`config.mk`:
```
export PLATFORM = sky130hd
export DESIGN_NAME = rogrb_bank
export DESIGN_NICKNAME = d
export VERILOG_FILES = /design/src/rogrb_pkg.sv /design/src/rogrb_bank.sv /design/src/rogrb_gain_curve.sv
export VERILOG_INCLUDE_DIRS = /design/src /design/src/src
export SDC_FILE = /design/constraint.sdc
export NUM_CORES = 1
export LEC_CHECK = 0
export CAP_MARGIN = 20
export CORE_ASPECT_RATIO = 1.2
export CORE_MARGIN = 1
export CORE_UTILIZATION = 28
export DETAILED_ROUTE_END_ITERATION = 6
export DONT_BUFFER_PORTS = 1
export MAX_ROUTING_LAYER = met4
export SYNTH_ARGS = -nofsm -noshare
export SYNTH_HDL_FRONTEND = slang
export SYNTH_SLANG_ARGS = --single-unit
```
`constraint.sdc`:
```
create_clock -name clk -period 121.4 [get_ports clk]
set_clock_uncertainty 0.2 [all_clocks]
set_input_delay 18.21 -clock clk [delete_from_list [all_inputs] [get_ports clk]]
set_output_delay 18.21 -clock clk [all_outputs]
set_load 0.01 [all_outputs]
```
`src/rogrb_defs.svh`:
```
// register indices, field positions, reset values and curve constants
`ifndef ROGRB_DEFS_SVH
`define ROGRB_DEFS_SVH

// ----------------------------------------
// register word indices (byte address = 4 x index)
// ----------------------------------------
`define ROGRB_IDX_RED_OFF 6'h20
`define ROGRB_IDX_GRN_OFF 6'h21
`define ROGRB_IDX_BLU_OFF 6'h22
`define ROGRB_IDX_ALL_OFF 6'h23
`define ROGRB_IDX_RED_LO 6'h24
`define ROGRB_IDX_GRN_LO 6'h25
`define ROGRB_IDX_BLU_LO 6'h26
`define ROGRB_IDX_ALL_LO 6'h27
`define ROGRB_IDX_RED_HI 6'h28
`define ROGRB_IDX_GRN_HI 6'h29
`define ROGRB_IDX_BLU_HI 6'h2a
`define ROGRB_IDX_ALL_HI 6'h2b
`define ROGRB_IDX_CTRL 6'h2c
`define ROGRB_IDX_RED_GAIN 6'h2d
`define ROGRB_IDX_GRN_GAIN 6'h2e
`define ROGRB_IDX_BLU_GAIN 6'h2f

// ----------------------------------------
// field positions and reset values
// ----------------------------------------
`define ROGRB_IDX_LSB 2
`define ROGRB_LO_BIT 0
`define ROGRB_CURVE_BIT 0
`define ROGRB_BYTE_LANE 0
`define ROGRB_OFF_RST 8'h00
`define ROGRB_HI_RST 8'h00
`define ROGRB_LO_RST 1'h0
`define ROGRB_CURVE_RST 1'h0

// ----------------------------------------
// avalon response codes
// ----------------------------------------
`define ROGRB_RESP_OKAY 2'h0
`define ROGRB_RESP_DECODE 2'h3

// ----------------------------------------
// gain curve constants
// ----------------------------------------
`define ROGRB_CURVE0_NUM 24'h0001a0
`define ROGRB_CURVE0_BASE 24'h000236
`define ROGRB_CURVE1_MUL 24'h000004
`define ROGRB_CURVE1_DIV 24'h0001ff
`define ROGRB_ONE 24'h000001

`endif

```
`src/rogrb_pkg.sv`:
```
// shared types of the offset and gain register bank
package rogrb_pkg;

	typedef logic [7:0] rogrb_byte_t;
	typedef logic [8:0] rogrb_code_t;
	typedef logic [23:0] rogrb_wide_t;

	typedef enum logic [1:0] {
		ROGRB_ST_IDLE = 2'b01,
		ROGRB_ST_ACK = 2'b10
	} rogrb_bus_state_e;

endpackage : rogrb_pkg

```
`src/rogrb_bank.sv`:
```
// offset and gain trim register bank with avalon slave
//
// Operation
// - each colour keeps an 8-bit offset code, reset zero, driving its offset
// - offset broadcast write loads one value into all three offset codes
// - red gain code is red low bit under red upper byte at 0x28
// - green gain code is green low bit under green upper byte at 0x29
// - blue gain code is blue low bit under blue upper byte at 0x2a
// - low-gain broadcast write loads one bit into all three low bits
// - high-gain broadcast write loads one byte into all three upper bytes
// - curve select clear: gain is 416 over 566 minus code
// - curve select set: gain is one plus four times code over 511
`timescale 1ns/1ps
`include "rogrb_defs.svh"

module rogrb_bank
	import rogrb_pkg::*;
#(
	parameter int ADDR_W = 8,
	parameter int GAIN_FRAC = 12,
	parameter int GAIN_W = 16
) (
	input wire logic clk,
	input wire logic rst,
	input wire logic [ADDR_W-1:0] avs_address,
	input wire logic avs_read,
	input wire logic avs_write,
	input wire logic [31:0] avs_writedata,
	input wire logic [3:0] avs_byteenable,
	output logic [31:0] avs_readdata,
	output logic [1:0] avs_response,
	output logic avs_waitrequest,
	output rogrb_byte_t red_offset_code,
	output rogrb_byte_t green_offset_code,
	output rogrb_byte_t blue_offset_code,
	output rogrb_code_t red_gain_code,
	output rogrb_code_t green_gain_code,
	output rogrb_code_t blue_gain_code,
	output logic gain_curve_select,
	output logic [GAIN_W-1:0] red_gain,
	output logic [GAIN_W-1:0] green_gain,
	output logic [GAIN_W-1:0] blue_gain
);

	// ----------------------------------------
	// parameter check
	// ----------------------------------------
	if (ADDR_W < 8 || ADDR_W > 32 || GAIN_W > 32) begin : g_chk
		$error("rogrb_bank: unsupported address or gain width");
	end

	// ----------------------------------------
	// bus handshake
	// ----------------------------------------
	rogrb_bus_state_e state_q;
	rogrb_bus_state_e state_d;
	logic req;
	logic st_ack;
	logic wr_fire;
	logic wr_en;

	assign req = avs_read | avs_write;
	assign st_ack = (state_q == ROGRB_ST_ACK);
	assign avs_waitrequest = req & ~st_ack;
	assign wr_fire = avs_write & st_ack;
	assign wr_en = wr_fire & avs_byteenable[`ROGRB_BYTE_LANE];

	always_comb begin
		state_d = state_q;
		case (state_q)
			ROGRB_ST_IDLE: begin
				if (req) begin
					state_d = ROGRB_ST_ACK;
				end
			end
			ROGRB_ST_ACK: begin
				state_d = ROGRB_ST_IDLE;
			end
			default: begin
				state_d = ROGRB_ST_IDLE;
			end
		endcase
	end

	always_ff @(posedge clk or posedge rst) begin
		if (rst) begin
			state_q <= ROGRB_ST_IDLE;
		end else begin
			state_q <= state_d;
		end
	end

	// ----------------------------------------
	// address decode
	// ----------------------------------------
	logic [5:0] idx;
	logic upper_zero;
	logic hit_red_off;
	logic hit_grn_off;
	logic hit_blu_off;
	logic hit_all_off;
	logic hit_red_lo;
	logic hit_grn_lo;
	logic hit_blu_lo;
	logic hit_all_lo;
	logic hit_red_hi;
	logic hit_grn_hi;
	logic hit_blu_hi;
	logic hit_all_hi;
	logic hit_ctrl;

	assign idx = avs_address[`ROGRB_IDX_LSB +: 6];
	assign upper_zero = (avs_address >> (`ROGRB_IDX_LSB + 6)) == '0;
	assign hit_red_off = upper_zero & (idx == `ROGRB_IDX_RED_OFF);
	assign hit_grn_off = upper_zero & (idx == `ROGRB_IDX_GRN_OFF);
	assign hit_blu_off = upper_zero & (idx == `ROGRB_IDX_BLU_OFF);
	assign hit_all_off = upper_zero & (idx == `ROGRB_IDX_ALL_OFF);
	assign hit_red_lo = upper_zero & (idx == `ROGRB_IDX_RED_LO);
	assign hit_grn_lo = upper_zero & (idx == `ROGRB_IDX_GRN_LO);
	assign hit_blu_lo = upper_zero & (idx == `ROGRB_IDX_BLU_LO);
	assign hit_all_lo = upper_zero & (idx == `ROGRB_IDX_ALL_LO);
	assign hit_red_hi = upper_zero & (idx == `ROGRB_IDX_RED_HI);
	assign hit_grn_hi = upper_zero & (idx == `ROGRB_IDX_GRN_HI);
	assign hit_blu_hi = upper_zero & (idx == `ROGRB_IDX_BLU_HI);
	assign hit_all_hi = upper_zero & (idx == `ROGRB_IDX_ALL_HI);
	assign hit_ctrl = upper_zero & (idx == `ROGRB_IDX_CTRL);

	// ----------------------------------------
	// write enables
	// ----------------------------------------
	logic we_red_off;
	logic we_grn_off;
	logic we_blu_off;
	logic we_red_lo;
	logic we_grn_lo;
	logic we_blu_lo;
	logic we_red_hi;
	logic we_grn_hi;
	logic we_blu_hi;
	logic we_ctrl;
	rogrb_byte_t wr_byte;
	logic wr_bit;

	assign wr_byte = avs_writedata[7:0];
	assign wr_bit = avs_writedata[`ROGRB_LO_BIT];
	assign we_red_off = wr_en & (hit_red_off | hit_all_off);
	assign we_grn_off = wr_en & (hit_grn_off | hit_all_off);
	assign we_blu_off = wr_en & (hit_blu_off | hit_all_off);
	assign we_red_lo = wr_en & (hit_red_lo | hit_all_lo);
	assign we_grn_lo = wr_en & (hit_grn_lo | hit_all_lo);
	assign we_blu_lo = wr_en & (hit_blu_lo | hit_all_lo);
	assign we_red_hi = wr_en & (hit_red_hi | hit_all_hi);
	assign we_grn_hi = wr_en & (hit_grn_hi | hit_all_hi);
	assign we_blu_hi = wr_en & (hit_blu_hi | hit_all_hi);
	assign we_ctrl = wr_en & hit_ctrl;

	// ----------------------------------------
	// offset code registers
	// ----------------------------------------
	rogrb_byte_t red_off_q;
	rogrb_byte_t grn_off_q;
	rogrb_byte_t blu_off_q;

	always_ff @(posedge clk or posedge rst) begin
		if (rst) begin
			red_off_q <= `ROGRB_OFF_RST;
			grn_off_q <= `ROGRB_OFF_RST;
			blu_off_q <= `ROGRB_OFF_RST;
		end else begin
			if (we_red_off) begin
				red_off_q <= wr_byte;
			end
			if (we_grn_off) begin
				grn_off_q <= wr_byte;
			end
			if (we_blu_off) begin
				blu_off_q <= wr_byte;
			end
		end
	end

	assign red_offset_code = red_off_q;
	assign green_offset_code = grn_off_q;
	assign blue_offset_code = blu_off_q;

	// ----------------------------------------
	// gain low bit registers
	// ----------------------------------------
	logic red_lo_q;
	logic grn_lo_q;
	logic blu_lo_q;

	always_ff @(posedge clk or posedge rst) begin
		if (rst) begin
			red_lo_q <= `ROGRB_LO_RST;
			grn_lo_q <= `ROGRB_LO_RST;
			blu_lo_q <= `ROGRB_LO_RST;
		end else begin
			if (we_red_lo) begin
				red_lo_q <= wr_bit;
			end
			if (we_grn_lo) begin
				grn_lo_q <= wr_bit;
			end
			if (we_blu_lo) begin
				blu_lo_q <= wr_bit;
			end
		end
	end

	// ----------------------------------------
	// gain upper byte registers
	// ----------------------------------------
	rogrb_byte_t red_hi_q;
	rogrb_byte_t grn_hi_q;
	rogrb_byte_t blu_hi_q;

	always_ff @(posedge clk or posedge rst) begin
		if (rst) begin
			red_hi_q <= `ROGRB_HI_RST;
			grn_hi_q <= `ROGRB_HI_RST;
			blu_hi_q <= `ROGRB_HI_RST;
		end else begin
			if (we_red_hi) begin
				red_hi_q <= wr_byte;
			end
			if (we_grn_hi) begin
				grn_hi_q <= wr_byte;
			end
			if (we_blu_hi) begin
				blu_hi_q <= wr_byte;
			end
		end
	end

	// ----------------------------------------
	// curve select control
	// ----------------------------------------
	logic curve_q;

	always_ff @(posedge clk or posedge rst) begin
		if (rst) begin
			curve_q <= `ROGRB_CURVE_RST;
		end else if (we_ctrl) begin
			curve_q <= avs_writedata[`ROGRB_CURVE_BIT];
		end
	end

	assign gain_curve_select = curve_q;

	// ----------------------------------------
	// gain code assembly
	// ----------------------------------------
	// red, green and blue codes
	assign red_gain_code = {red_hi_q, red_lo_q};
	assign green_gain_code = {grn_hi_q, grn_lo_q};
	assign blue_gain_code = {blu_hi_q, blu_lo_q};

	// ----------------------------------------
	// gain curves
	// ----------------------------------------
	rogrb_gain_curve #(
		.GAIN_FRAC(GAIN_FRAC),
		.GAIN_W(GAIN_W)
	) u_curve_red (
		.clk(clk),
		.rst(rst),
		.gain_code(red_gain_code),
		.gain_curve_select(curve_q),
		.gain_q(red_gain)
	);

	rogrb_gain_curve #(
		.GAIN_FRAC(GAIN_FRAC),
		.GAIN_W(GAIN_W)
	) u_curve_grn (
		.clk(clk),
		.rst(rst),
		.gain_code(green_gain_code),
		.gain_curve_select(curve_q),
		.gain_q(green_gain)
	);

	rogrb_gain_curve #(
		.GAIN_FRAC(GAIN_FRAC),
		.GAIN_W(GAIN_W)
	) u_curve_blu (
		.clk(clk),
		.rst(rst),
		.gain_code(blue_gain_code),
		.gain_curve_select(curve_q),
		.gain_q(blue_gain)
	);

	// ----------------------------------------
	// read mux
	// ----------------------------------------
	logic [31:0] rd_d;
	logic [1:0] resp_d;
	logic [31:0] rd_q;
	logic [1:0] resp_q;
	logic hit_any;

	assign hit_any = upper_zero & (idx >= `ROGRB_IDX_RED_OFF) & (idx <= `ROGRB_IDX_BLU_GAIN);

	always_comb begin
		rd_d = 32'h00000000;
		resp_d = hit_any ? `ROGRB_RESP_OKAY : `ROGRB_RESP_DECODE;
		if (hit_red_off) begin
			rd_d[7:0] = red_off_q;
		end else if (hit_grn_off) begin
			rd_d[7:0] = grn_off_q;
		end else if (hit_blu_off) begin
			rd_d[7:0] = blu_off_q;
		end else if (hit_red_lo) begin
			rd_d[`ROGRB_LO_BIT] = red_lo_q;
		end else if (hit_grn_lo) begin
			rd_d[`ROGRB_LO_BIT] = grn_lo_q;
		end else if (hit_blu_lo) begin
			rd_d[`ROGRB_LO_BIT] = blu_lo_q;
		end else if (hit_red_hi) begin
			rd_d[7:0] = red_hi_q;
		end else if (hit_grn_hi) begin
			rd_d[7:0] = grn_hi_q;
		end else if (hit_blu_hi) begin
			rd_d[7:0] = blu_hi_q;
		end else if (hit_ctrl) begin
			rd_d[`ROGRB_CURVE_BIT] = curve_q;
		end else if (upper_zero & (idx == `ROGRB_IDX_RED_GAIN)) begin
			rd_d[GAIN_W-1:0] = red_gain;
		end else if (upper_zero & (idx == `ROGRB_IDX_GRN_GAIN)) begin
			rd_d[GAIN_W-1:0] = green_gain;
		end else if (upper_zero & (idx == `ROGRB_IDX_BLU_GAIN)) begin
			rd_d[GAIN_W-1:0] = blue_gain;
		end else begin
			rd_d = 32'h00000000;
		end
	end

	// read data captured as the request is seen, held through the ack cycle
	always_ff @(posedge clk or posedge rst) begin
		if (rst) begin
			rd_q <= 32'h00000000;
			resp_q <= `ROGRB_RESP_OKAY;
		end else if (req & ~st_ack) begin
			rd_q <= avs_read ? rd_d : 32'h00000000;
			resp_q <= resp_d;
		end
	end

	assign avs_readdata = rd_q;
	assign avs_response = resp_q;

endmodule : rogrb_bank

```
`src/rogrb_gain_curve.sv`:
```
// one channel gain code to fixed point voltage gain
`timescale 1ns/1ps
`include "rogrb_defs.svh"

module rogrb_gain_curve
	import rogrb_pkg::*;
#(
	parameter int GAIN_FRAC = 12,
	parameter int GAIN_W = 16
) (
	input wire logic clk,
	input wire logic rst,
	input wire rogrb_code_t gain_code,
	input wire logic gain_curve_select,
	output logic [GAIN_W-1:0] gain_q
);

	// ----------------------------------------
	// parameter check
	// ----------------------------------------
	if (GAIN_FRAC < 1 || GAIN_FRAC > 13 || GAIN_W < GAIN_FRAC + 4 || GAIN_W > 24) begin : g_chk
		$error("rogrb_gain_curve: unsupported gain format");
	end

	function automatic rogrb_wide_t rogrb_div(input rogrb_wide_t num, input rogrb_wide_t den);
		rogrb_div = num / den;
	endfunction : rogrb_div

	// ----------------------------------------
	// curve arithmetic
	// ----------------------------------------
	rogrb_wide_t code_w;
	rogrb_wide_t den0;
	rogrb_wide_t gain0;
	rogrb_wide_t gain1;
	rogrb_wide_t gain_d;

	assign code_w = {15'h0000, gain_code};
	assign den0 = `ROGRB_CURVE0_BASE - code_w;
	assign gain0 = rogrb_div(`ROGRB_CURVE0_NUM << GAIN_FRAC, den0);
	assign gain1 = (`ROGRB_ONE << GAIN_FRAC)
		+ rogrb_div((code_w * `ROGRB_CURVE1_MUL) << GAIN_FRAC, `ROGRB_CURVE1_DIV);
	assign gain_d = gain_curve_select ? gain1 : gain0;

	always_ff @(posedge clk or posedge rst) begin
		if (rst) begin
			gain_q <= '0;
		end else begin
			gain_q <= gain_d[GAIN_W-1:0];
		end
	end

endmodule : rogrb_gain_curve

```
==> summary.txt, run 1 <==
Logic synthesis
  – Post-Synthesis Cells: 7809
  – Post-Syn Area per Cell: 7.060 sq um
  – Main flop type after synthesis: dfrtp_1
  – Syn Std Cell Area: 55130 sq um
  – EDFF count, synth: 0
  – Yosys warnings: 0
  – Post-synthesis sequential area ratio: 5.403%
  – FFs w/ async S/R, synth: 100.0%
  – Flops & latches, synth: about 120
  – Post-synth cell types: 184

GRT
  – First-pass GRT wire length: 317800 um
  – Vias in the first global route: 58650
  – GR Overflow Total: 0
  – Largest net degree at the start of global routing: 66
  – Total Routing Usage GR: 20.17%
  – Initial antenna violation count: 12

STA
  – RSZ-0062 raised after global routing: false
  – Count of endpoints failing setup in the final report: 0
  – Worst slew pin tran: 1262 ps
  – Crit share post-route: about half
  – Min Hold Slack: between 200 and 250 ps
  – Slew HR: roughly 16%
  – Max Transition Viols Final: 0
  – Min cycle time layout: between 60000 and 70000 ps
  – Final hold vios: 0
  – Setup TNS Final: 0 ps
  – Max Clk Rate: 16.66 MHz

Run status
  – Status: completed

Worst setup path
  – Worst Setup Start Kind: flop
  – Max stage delay on crit path: 970 ps
  – Crit path required time: roughly 120000 ps
  – CP Data Arrival Time: roughly 60000 ps
  – Setup crit end kind: flop
  – Crit-path slowest cell: dfrtp_1
  – Worst Path Class, Setup: reg2reg
  – CP delay by family, top: compound AO/OA/AOI/OAI gates
  – Crit path from: blu_hi_q[0]$_DFFE_PP0P_
  – CP Max Fanout: 25
  – Reg-to-reg critical path startpoint: blu_hi_q[0]$_DFFE_PP0P_
  – Buf/Inv on CP: 16

Clocking
  – CTS tree: done
  – Clock transition at the registers of the reported paths: 60 ps
  – TritonCTS Buffers: 25
  – Root Driver: clkbuf_16
  – Clock Tree Buf Depth: 3
  – Hold Buf Count CTS: 0
  – CTS sink cnt: 119
  – Post CTS Setup Buffer Count: 0
  – CTS HTree Levels: 4
  – Post-CTS sizing: 0
  – Worst skew pair latency: about 530 ps

Cells and area
  – Final #Nets: 8302
  – Filler cell count: 21250
  – Commonest non-fill, non-tap cell in the layout: nor2_1
  – Area grow syn2layout: 6.254%
  – Layout cells sized above 1: 10.13%
  – Most frequent cells in the layout: nor2_1 (751), nand2_1 (720), a21oi_1 (641)

Floorplan
  – I/O pin cnt: 183
  – Die Wd: 407.1 um
  – Die area: 198700 sq um
  – Initial Util: 28.16%
  – Floorplan core area: 195800 sq um
  – Die height: 488.1 um
  – FP Rows: 178

Hold path
  – Hold Path Class: reg2reg
  – Hold Startpoint: state_q[1]$_DFFE_PP0P_

Route
  – Total iterations of the first detailed-routing run: 6
  – Via Count: a little over 60000
  – Post-route ant nets: 0
  – First-iteration detailed-routing DRC count: 5144
  – Drc violations: 0
  – Drt wl/cell: about 20 um
  – Vias/cell: around 5.9
  – Final WL: 202500 um

Run
  – Max-cap violations: 0

Placed design
  – DPL Wire Length: 161500 um
  – RePlAce Congestion: a little under 1
  – Port buffer count: 0
layer usage:
metal  share of wire [%]  vias up  wire length, um  global-route usage, %
met3                 8.1      321            16430                  4.225
met5                   0        -                0                      -
met2                  45     1874            90790                  32.24
met4                 2.3        0             4621                  5.023
li1                    -    29440                -                      -
met1                  45    29080            90670                  25.65
final timing paths:
kind,end,slack (ps),depth (start not counted)
max,u_curve_blu.gain_q[0]$_DFF_PP0_,61370,243
min reg2reg,state_q[1]$_DFFE_PP0P_,240,1
min in group asynchronous,u_curve_red.gain_q[10]$_DFF_PP0_,17500,1
max in group asynchronous,gain_curve_select$_DFFE_PP0P_,102170,2
max reg2reg,u_curve_blu.gain_q[0]$_DFF_PP0_,61370,243
min,state_q[1]$_DFFE_PP0P_,240,1
per-stage QoR:
step	instance area (sq um)	setup slack [ps]	utilization, %	std cells
finish	58580	61370	29.92	10320
global route	58580	56450	29.92	10320
CTS	58560	62010	29.91	10320
detailed placement	57860	62240	29.56	10290
global placement	57860	62710	29.56	10290
floorplan	55230	70800	-	7835
synth_stat cells, types with 44 or more instances:
master,number,share of area [%]
nor2b_1,83,0.94
xnor2_1,344,5.5
and2_1,119,1.4
nand2b_1,161,1.8
a31oi_1,72,0.82
a211oi_1,79,1.1
xor2_1,173,2.7
mux2i_1,93,1.7
a21oi_1,641,5.8
clkbuf_1,122,0.83
nand2_1,720,4.9
o21a_1,133,1.8
o21ai_0,567,5.1
o31ai_1,105,1.4
nand3_1,196,1.8
nor3_1,204,1.9
or3_1,76,0.86
or2_2,73,0.83
a21boi_0,53,0.72
nor4_1,49,0.56
mux2_2,187,3.8
o211ai_1,128,1.7
inv_1,253,1.7
a21o_1,305,4.2
dfrtp_1,118,5.4
ha_1,549,12
and3_1,79,0.90
nor2_1,753,5.1
o21bai_1,44,0.60
nand4_1,130,1.5
logic make-up (layout without fill, tap and decap cells):
group,after synthesis,in the layout,share of synthesized area (%)
DFF,119,119,5.403
other,2,31,0.01362
AOI/OAI and AO/OA,2846,2846,35.78
xor gates and xnor gates,520,520,8.301
buffers and inverters,510,386,4.473
and+or+nand+nor,2973,2973,27.80
muxes,290,290,5.771
adders and majority gates,549,549,12.46
state kept, by name (all words and copies together) (netlist names):
register	cells
avs_readdata	16
blu_lo_q	1
gain_curve_select	1
blue_offset_code	8
state_q	2
grn_hi_q	8
avs_response	1
red_hi_q	8
u_curve_blu.gain_q	16
red_lo_q	1
red_offset_code	8
grn_lo_q	1
green_offset_code	8
u_curve_grn.gain_q	16
u_curve_red.gain_q	16
blu_hi_q	8
layout make-up:
| cell class | instances | area (sq um) | share of cell area (%) |
|---|---|---|---|
| multi-input combinational | 7206 | 49960 | 85.28 |
| tap | 2610 | 3266 | 5.574 |
| timing repair buffer | 90 | 676.9 | 1.155 |
| inverter | 263 | 992.2 | 1.694 |
| clock buffer | 32 | 691.9 | 1.181 |
| sequential | 119 | 2987 | 5.098 |
| antenna | 3 | 7.507 | 0.01281 |
| clock inverter | 1 | 5.005 | 0.008543 |
Power of run 1 is left out: the tool's default activity adds up to more than one toggle a clock period on the data nets, which glitch-free logic cannot reach.
==> inputs of run 2 (changes only) <==
--- a/config.mk
+++ b/config.mk
@@ -6,6 +6,7 @@
 export SDC_FILE = /design/constraint.sdc
 export NUM_CORES = 1
 export LEC_CHECK = 0
+export ABC_AREA = 1
 export CAP_MARGIN = 20
 export CORE_ASPECT_RATIO = 1.2
 export CORE_MARGIN = 1
==> constraint.sdc (replaced) <==
create_clock -name clk -period 54.4 [get_ports clk]
set_clock_uncertainty 0.2 [all_clocks]
set_input_delay 8.16 -clock clk [delete_from_list [all_inputs] [get_ports clk]]
set_output_delay 8.16 -clock clk [all_outputs]
set_load 0.01 [all_outputs]
==> run 2 against run 1 <==
Effect of this change: clock-buffer cell count decreased by 13; sequential share of layout area increased by 0.17 points; utilization decreased by 0.33 points; area after synthesis decreased by 2.3%; global-route usage decreased by 2.5 points; synthesized cell count increased by 16%; wire length decreased by 16%; final cell count increased by 11%; cell area decreased by 3.3%; via count decreased by 7.9%; non-clock buffer count decreased by 44; critical path type unchanged; critical endpoint is now u_curve_grn.gain_q[0]$_DFF_PP0_; highest routed layer unchanged.
==> summary.txt, run 2 <==
Worst setup path
  – CP Data Arrival Time: 46730 ps (was 60170 ps)
  – Setup crit end kind: flop (unchanged)
  – Max stage delay on crit path: 880 ps (was 970 ps)
  – Crit path required time: 54520 ps (was 121540 ps)
  – Crit-path slowest cell: dfrtp_2 (was dfrtp_1)
  – Worst Setup Start Kind: flop (unchanged)
  – Cells on worst reg2reg path: 242 (was 243)
  – Reg2Reg Capture Point: u_curve_grn.gain_q[0]$_DFF_PP0_ (was u_curve_blu.gain_q[0]$_DFF_PP0_)
  – Crit-path most repeated cell: nand2_1
  – CP Max Fanout: 35 (was 25)
  – Worst Path Class, Setup: reg2reg (unchanged)
  – Reg-to-reg critical path startpoint: grn_lo_q$_DFFE_PP0P_ (was blu_hi_q[0]$_DFFE_PP0P_)
  – Register-to-register setup slack: 7790 ps (was 61370 ps)

Floorplan
  – Die area: 194200 sq um (was 198700 sq um)
  – Die Wd: 402.4 um (was 407.1 um)
  – Floorplan core area: 191400 sq um (was 195800 sq um)
  – FP Rows: 176 (was 178)
  – Die height: 482.5 um (was 488.1 um)
  – I/O pin cnt: 183 (unchanged)
  – Initial Util: 28.15% (was 28.16%)

Run
  – Max-cap violations: 0 (unchanged)

STA
  – Setup TNS Final: 0 ps (unchanged)
  – Max Transition Viols Final: 0 (unchanged)
  – Setup slack after layout: 7786 ps (was 61370 ps)
  – Worst slew pin tran: 1128 ps (was 1262 ps)
  – RSZ-0062 raised after global routing: false (unchanged)
  – Count of endpoints failing setup in the final report: 0 (unchanged)
  – Slew HR: 24.32% (was 15.57%)
  – Min cycle time layout: 46610 ps (was 60030 ps)
  – Max Clk Rate: 21.45 MHz (was 16.66 MHz)
  – Final hold vios: 0 (unchanged)
  – Crit share post-route: 85.69% (was 49.45%)

Clocking
  – TritonCTS Buffers: 17 (was 25)
  – Clock transition at the registers of the reported paths: 60 ps (about the same)
  – Root Driver: clkbuf_16 (unchanged)
  – CTS sink cnt: 119 (unchanged)
  – CTS HTree Levels: 4 (unchanged)
  – Clock Tree Buf Depth: 2 (was 3)
  – CTS tree: done (unchanged)
  – Hold Buf Count CTS: 0 (unchanged)
  – Post-CTS sizing: 0 (unchanged)
  – Worst skew pair latency: 450 ps (was 530 ps)
  – Post CTS Setup Buffer Count: 0 (unchanged)

GRT
  – Initial antenna violation count: 3 (was 12)
  – GR Overflow Total: 0 (unchanged)
  – Vias in the first global route: 52680 (was 58650)
  – First-pass GRT wire length: 272700 um (was 317800 um)
  – Total Routing Usage GR: 17.63% (was 20.17%)
  – Largest net degree at the start of global routing: 66 (unchanged)

Hold path
  – Hold Path End: state_q[1]$_DFFE_PP0P_ (unchanged)
  – Hold path depth: 3 (was 1)
  – Hold Startpoint: state_q[1]$_DFFE_PP0P_ (unchanged)
  – Hold Path Class: reg2reg (unchanged)

Placed design
  – Place WS: 8127 ps (was 62240 ps)
  – DP Area: 56030 sq um (was 57860 sq um)
  – RePlAce Congestion: 0.9339 (was 0.9706)
  – DPL Wire Length: 140500 um (was 161500 um)
  – Port buffer count: 0 (unchanged)

Cells and area
  – Most frequent cells in the layout: nand2_1 (2209), inv_1 (1123), nor2_1 (811) (was nor2_1 (751), nand2_1 (720), a21oi_1 (641))
  – Diode count: 0 (was 3)
  – Area grow syn2layout: 5.124% (was 6.254%)
  – Commonest non-fill, non-tap cell in the layout: nand2_1 (was nor2_1)
  – Final instance area: 56630 sq um (was 58580 sq um)
  – Layout cells sized above 1: 11.02% (was 10.13%)
  – Final #Nets: 9561 (was 8302)

Logic synthesis
  – Syn Std Cell Area: 53870 sq um (was 55130 sq um)
  – Count leader, synth: nand2_1 (was nor2_1)
  – EDFF count, synth: 0 (unchanged)
  – Flops & latches, synth: 119 (unchanged)
  – Post-synthesis sequential area ratio: 5.530% (was 5.403%)
  – Area share of the largest cell type after synthesis: 15.39% (was 12.46%)
  – Leading area contributor after synthesis: nand2_1 (was ha_1)
  – Post-synth cell types: 100 (was 184)
  – Main flop type after synthesis: dfrtp_1 (unchanged)
  – Post-Syn Area per Cell: 5.950 sq um (was 7.060 sq um)
  – Post-Synthesis Cells: 9054 (was 7809)
  – Yosys warnings: 0 (unchanged)
  – FFs w/ async S/R, synth: 100.0% (unchanged)
  – Top cells by count, synth: nand2_1 (2209), inv_1 (1126), nor2_1 (813) (was nor2_1 (753), nand2_1 (720), a21oi_1 (641))
  – Synth area leaders: nand2_1 (15%), ha_1 (13%), inv_1 (7.8%), xor2_1 (6.7%), nand3_1 (6.2%) (was ha_1 (12%), a21oi_1 (5.8%), xnor2_1 (5.5%), dfrtp_1 (5.4%), o21ai_0 (5.1%))

Route
  – Total iterations of the first detailed-routing run: 5 (was 6)
  – First-iteration detailed-routing DRC count: 3138 (was 5144)
  – Final WL: 170700 um (was 202500 um)
  – Drt wl/cell: 14.88 um (was 19.61 um)
  – Vias/cell: 4.878 (was 5.881)
  – Post-route ant nets: 0 (unchanged)
  – Via Count: 55940 (was 60710)
  – Drc violations: 0 (unchanged)

Run status
  – Status: completed (unchanged)
==> run 2: cell count changes after synthesis, sizes merged, moves of 127 or more <==
cell	previous run	this run
nand3	202	810
nor2	765	989
xnor2	347	210
a21oi	652	514
mux2	192	0
a21o	336	25
nand2b	161	0
o21ai	617	750
xor2	173	420
and2	141	14
inv	258	1223
nand2	723	2516
==> run 2: how the worst max path moves through the flow <==
stage          cells after the start                 start                         endpoint
2_1_floorplan                    281  red_lo_q$_DFFE_PP0P_  u_curve_red.gain_q[0]$_DFF_PP0_
3_3_place_gp                     242  grn_lo_q$_DFFE_PP0P_  u_curve_grn.gain_q[0]$_DFF_PP0_
3_5_place_dp                     251  red_lo_q$_DFFE_PP0P_  u_curve_red.gain_q[0]$_DFF_PP0_
4_1_cts                          251  red_lo_q$_DFFE_PP0P_  u_curve_red.gain_q[0]$_DFF_PP0_
5_1_grt                          257  red_lo_q$_DFFE_PP0P_  u_curve_red.gain_q[0]$_DFF_PP0_
6_report                         242  grn_lo_q$_DFFE_PP0P_  u_curve_grn.gain_q[0]$_DFF_PP0_
==> run 2: critical path: cells and delay by family (launching register included) <==
| family | cells | cell delay, ps |
|---|---|---|
| buffers and inverters | 26 | 5070 |
| adder cells (fa/ha/maj) | 21 | 7440 |
| AO/OA/AOI/OAI | 90 | 17640 |
| flip-flops | 1 | 880 |
| AND/OR/NAND/NOR | 105 | 15080 |
==> run 2: layer usage <==
metal	routed length [um]	GRT usage [%]	vias to the layer above
met5	0	-	-
met4	3397	3.598	0
met1	77010	21.51	25110
li1	-	-	29600
met3	14300	4.684	198
met2	75950	28.98	1034
==> run 2: metrics by stage <==
stage               cells  hold WS [ps]  util (%)
finish              11470         312.4     29.59
global route        11470         336.8     29.59
CTS                 11470         308.9     29.59
detailed placement  11440         299.8     29.28
global placement    11440         297.7     29.28
floorplan            9080         273.2         -
==> run 2: final cells by class <==
type / count / area, sq um
clock buffers: 19 / 452.9
repair buffers: 46 / 345.3
inverters: 1247 / 4767
well taps: 2492 / 3118
flip-flops and latches: 119 / 2984
clock inverters: 12 / 141.4
fillers: 21670 / 134700
multi-input cells: 7533 / 44820
==> run 2: kinds of logic after synthesis <==
group | count (synthesis) | synth area share [%]
simple gates | 4818 | 44.01
flops | 119 | 5.530
other cells | 2 | 0.01394
buf+inv | 1428 | 11.56
compound gates | 1508 | 15.76
xor+xnor | 630 | 10.38
fa+ha+maj | 549 | 12.75
Power of run 2 is left out for the same reason.
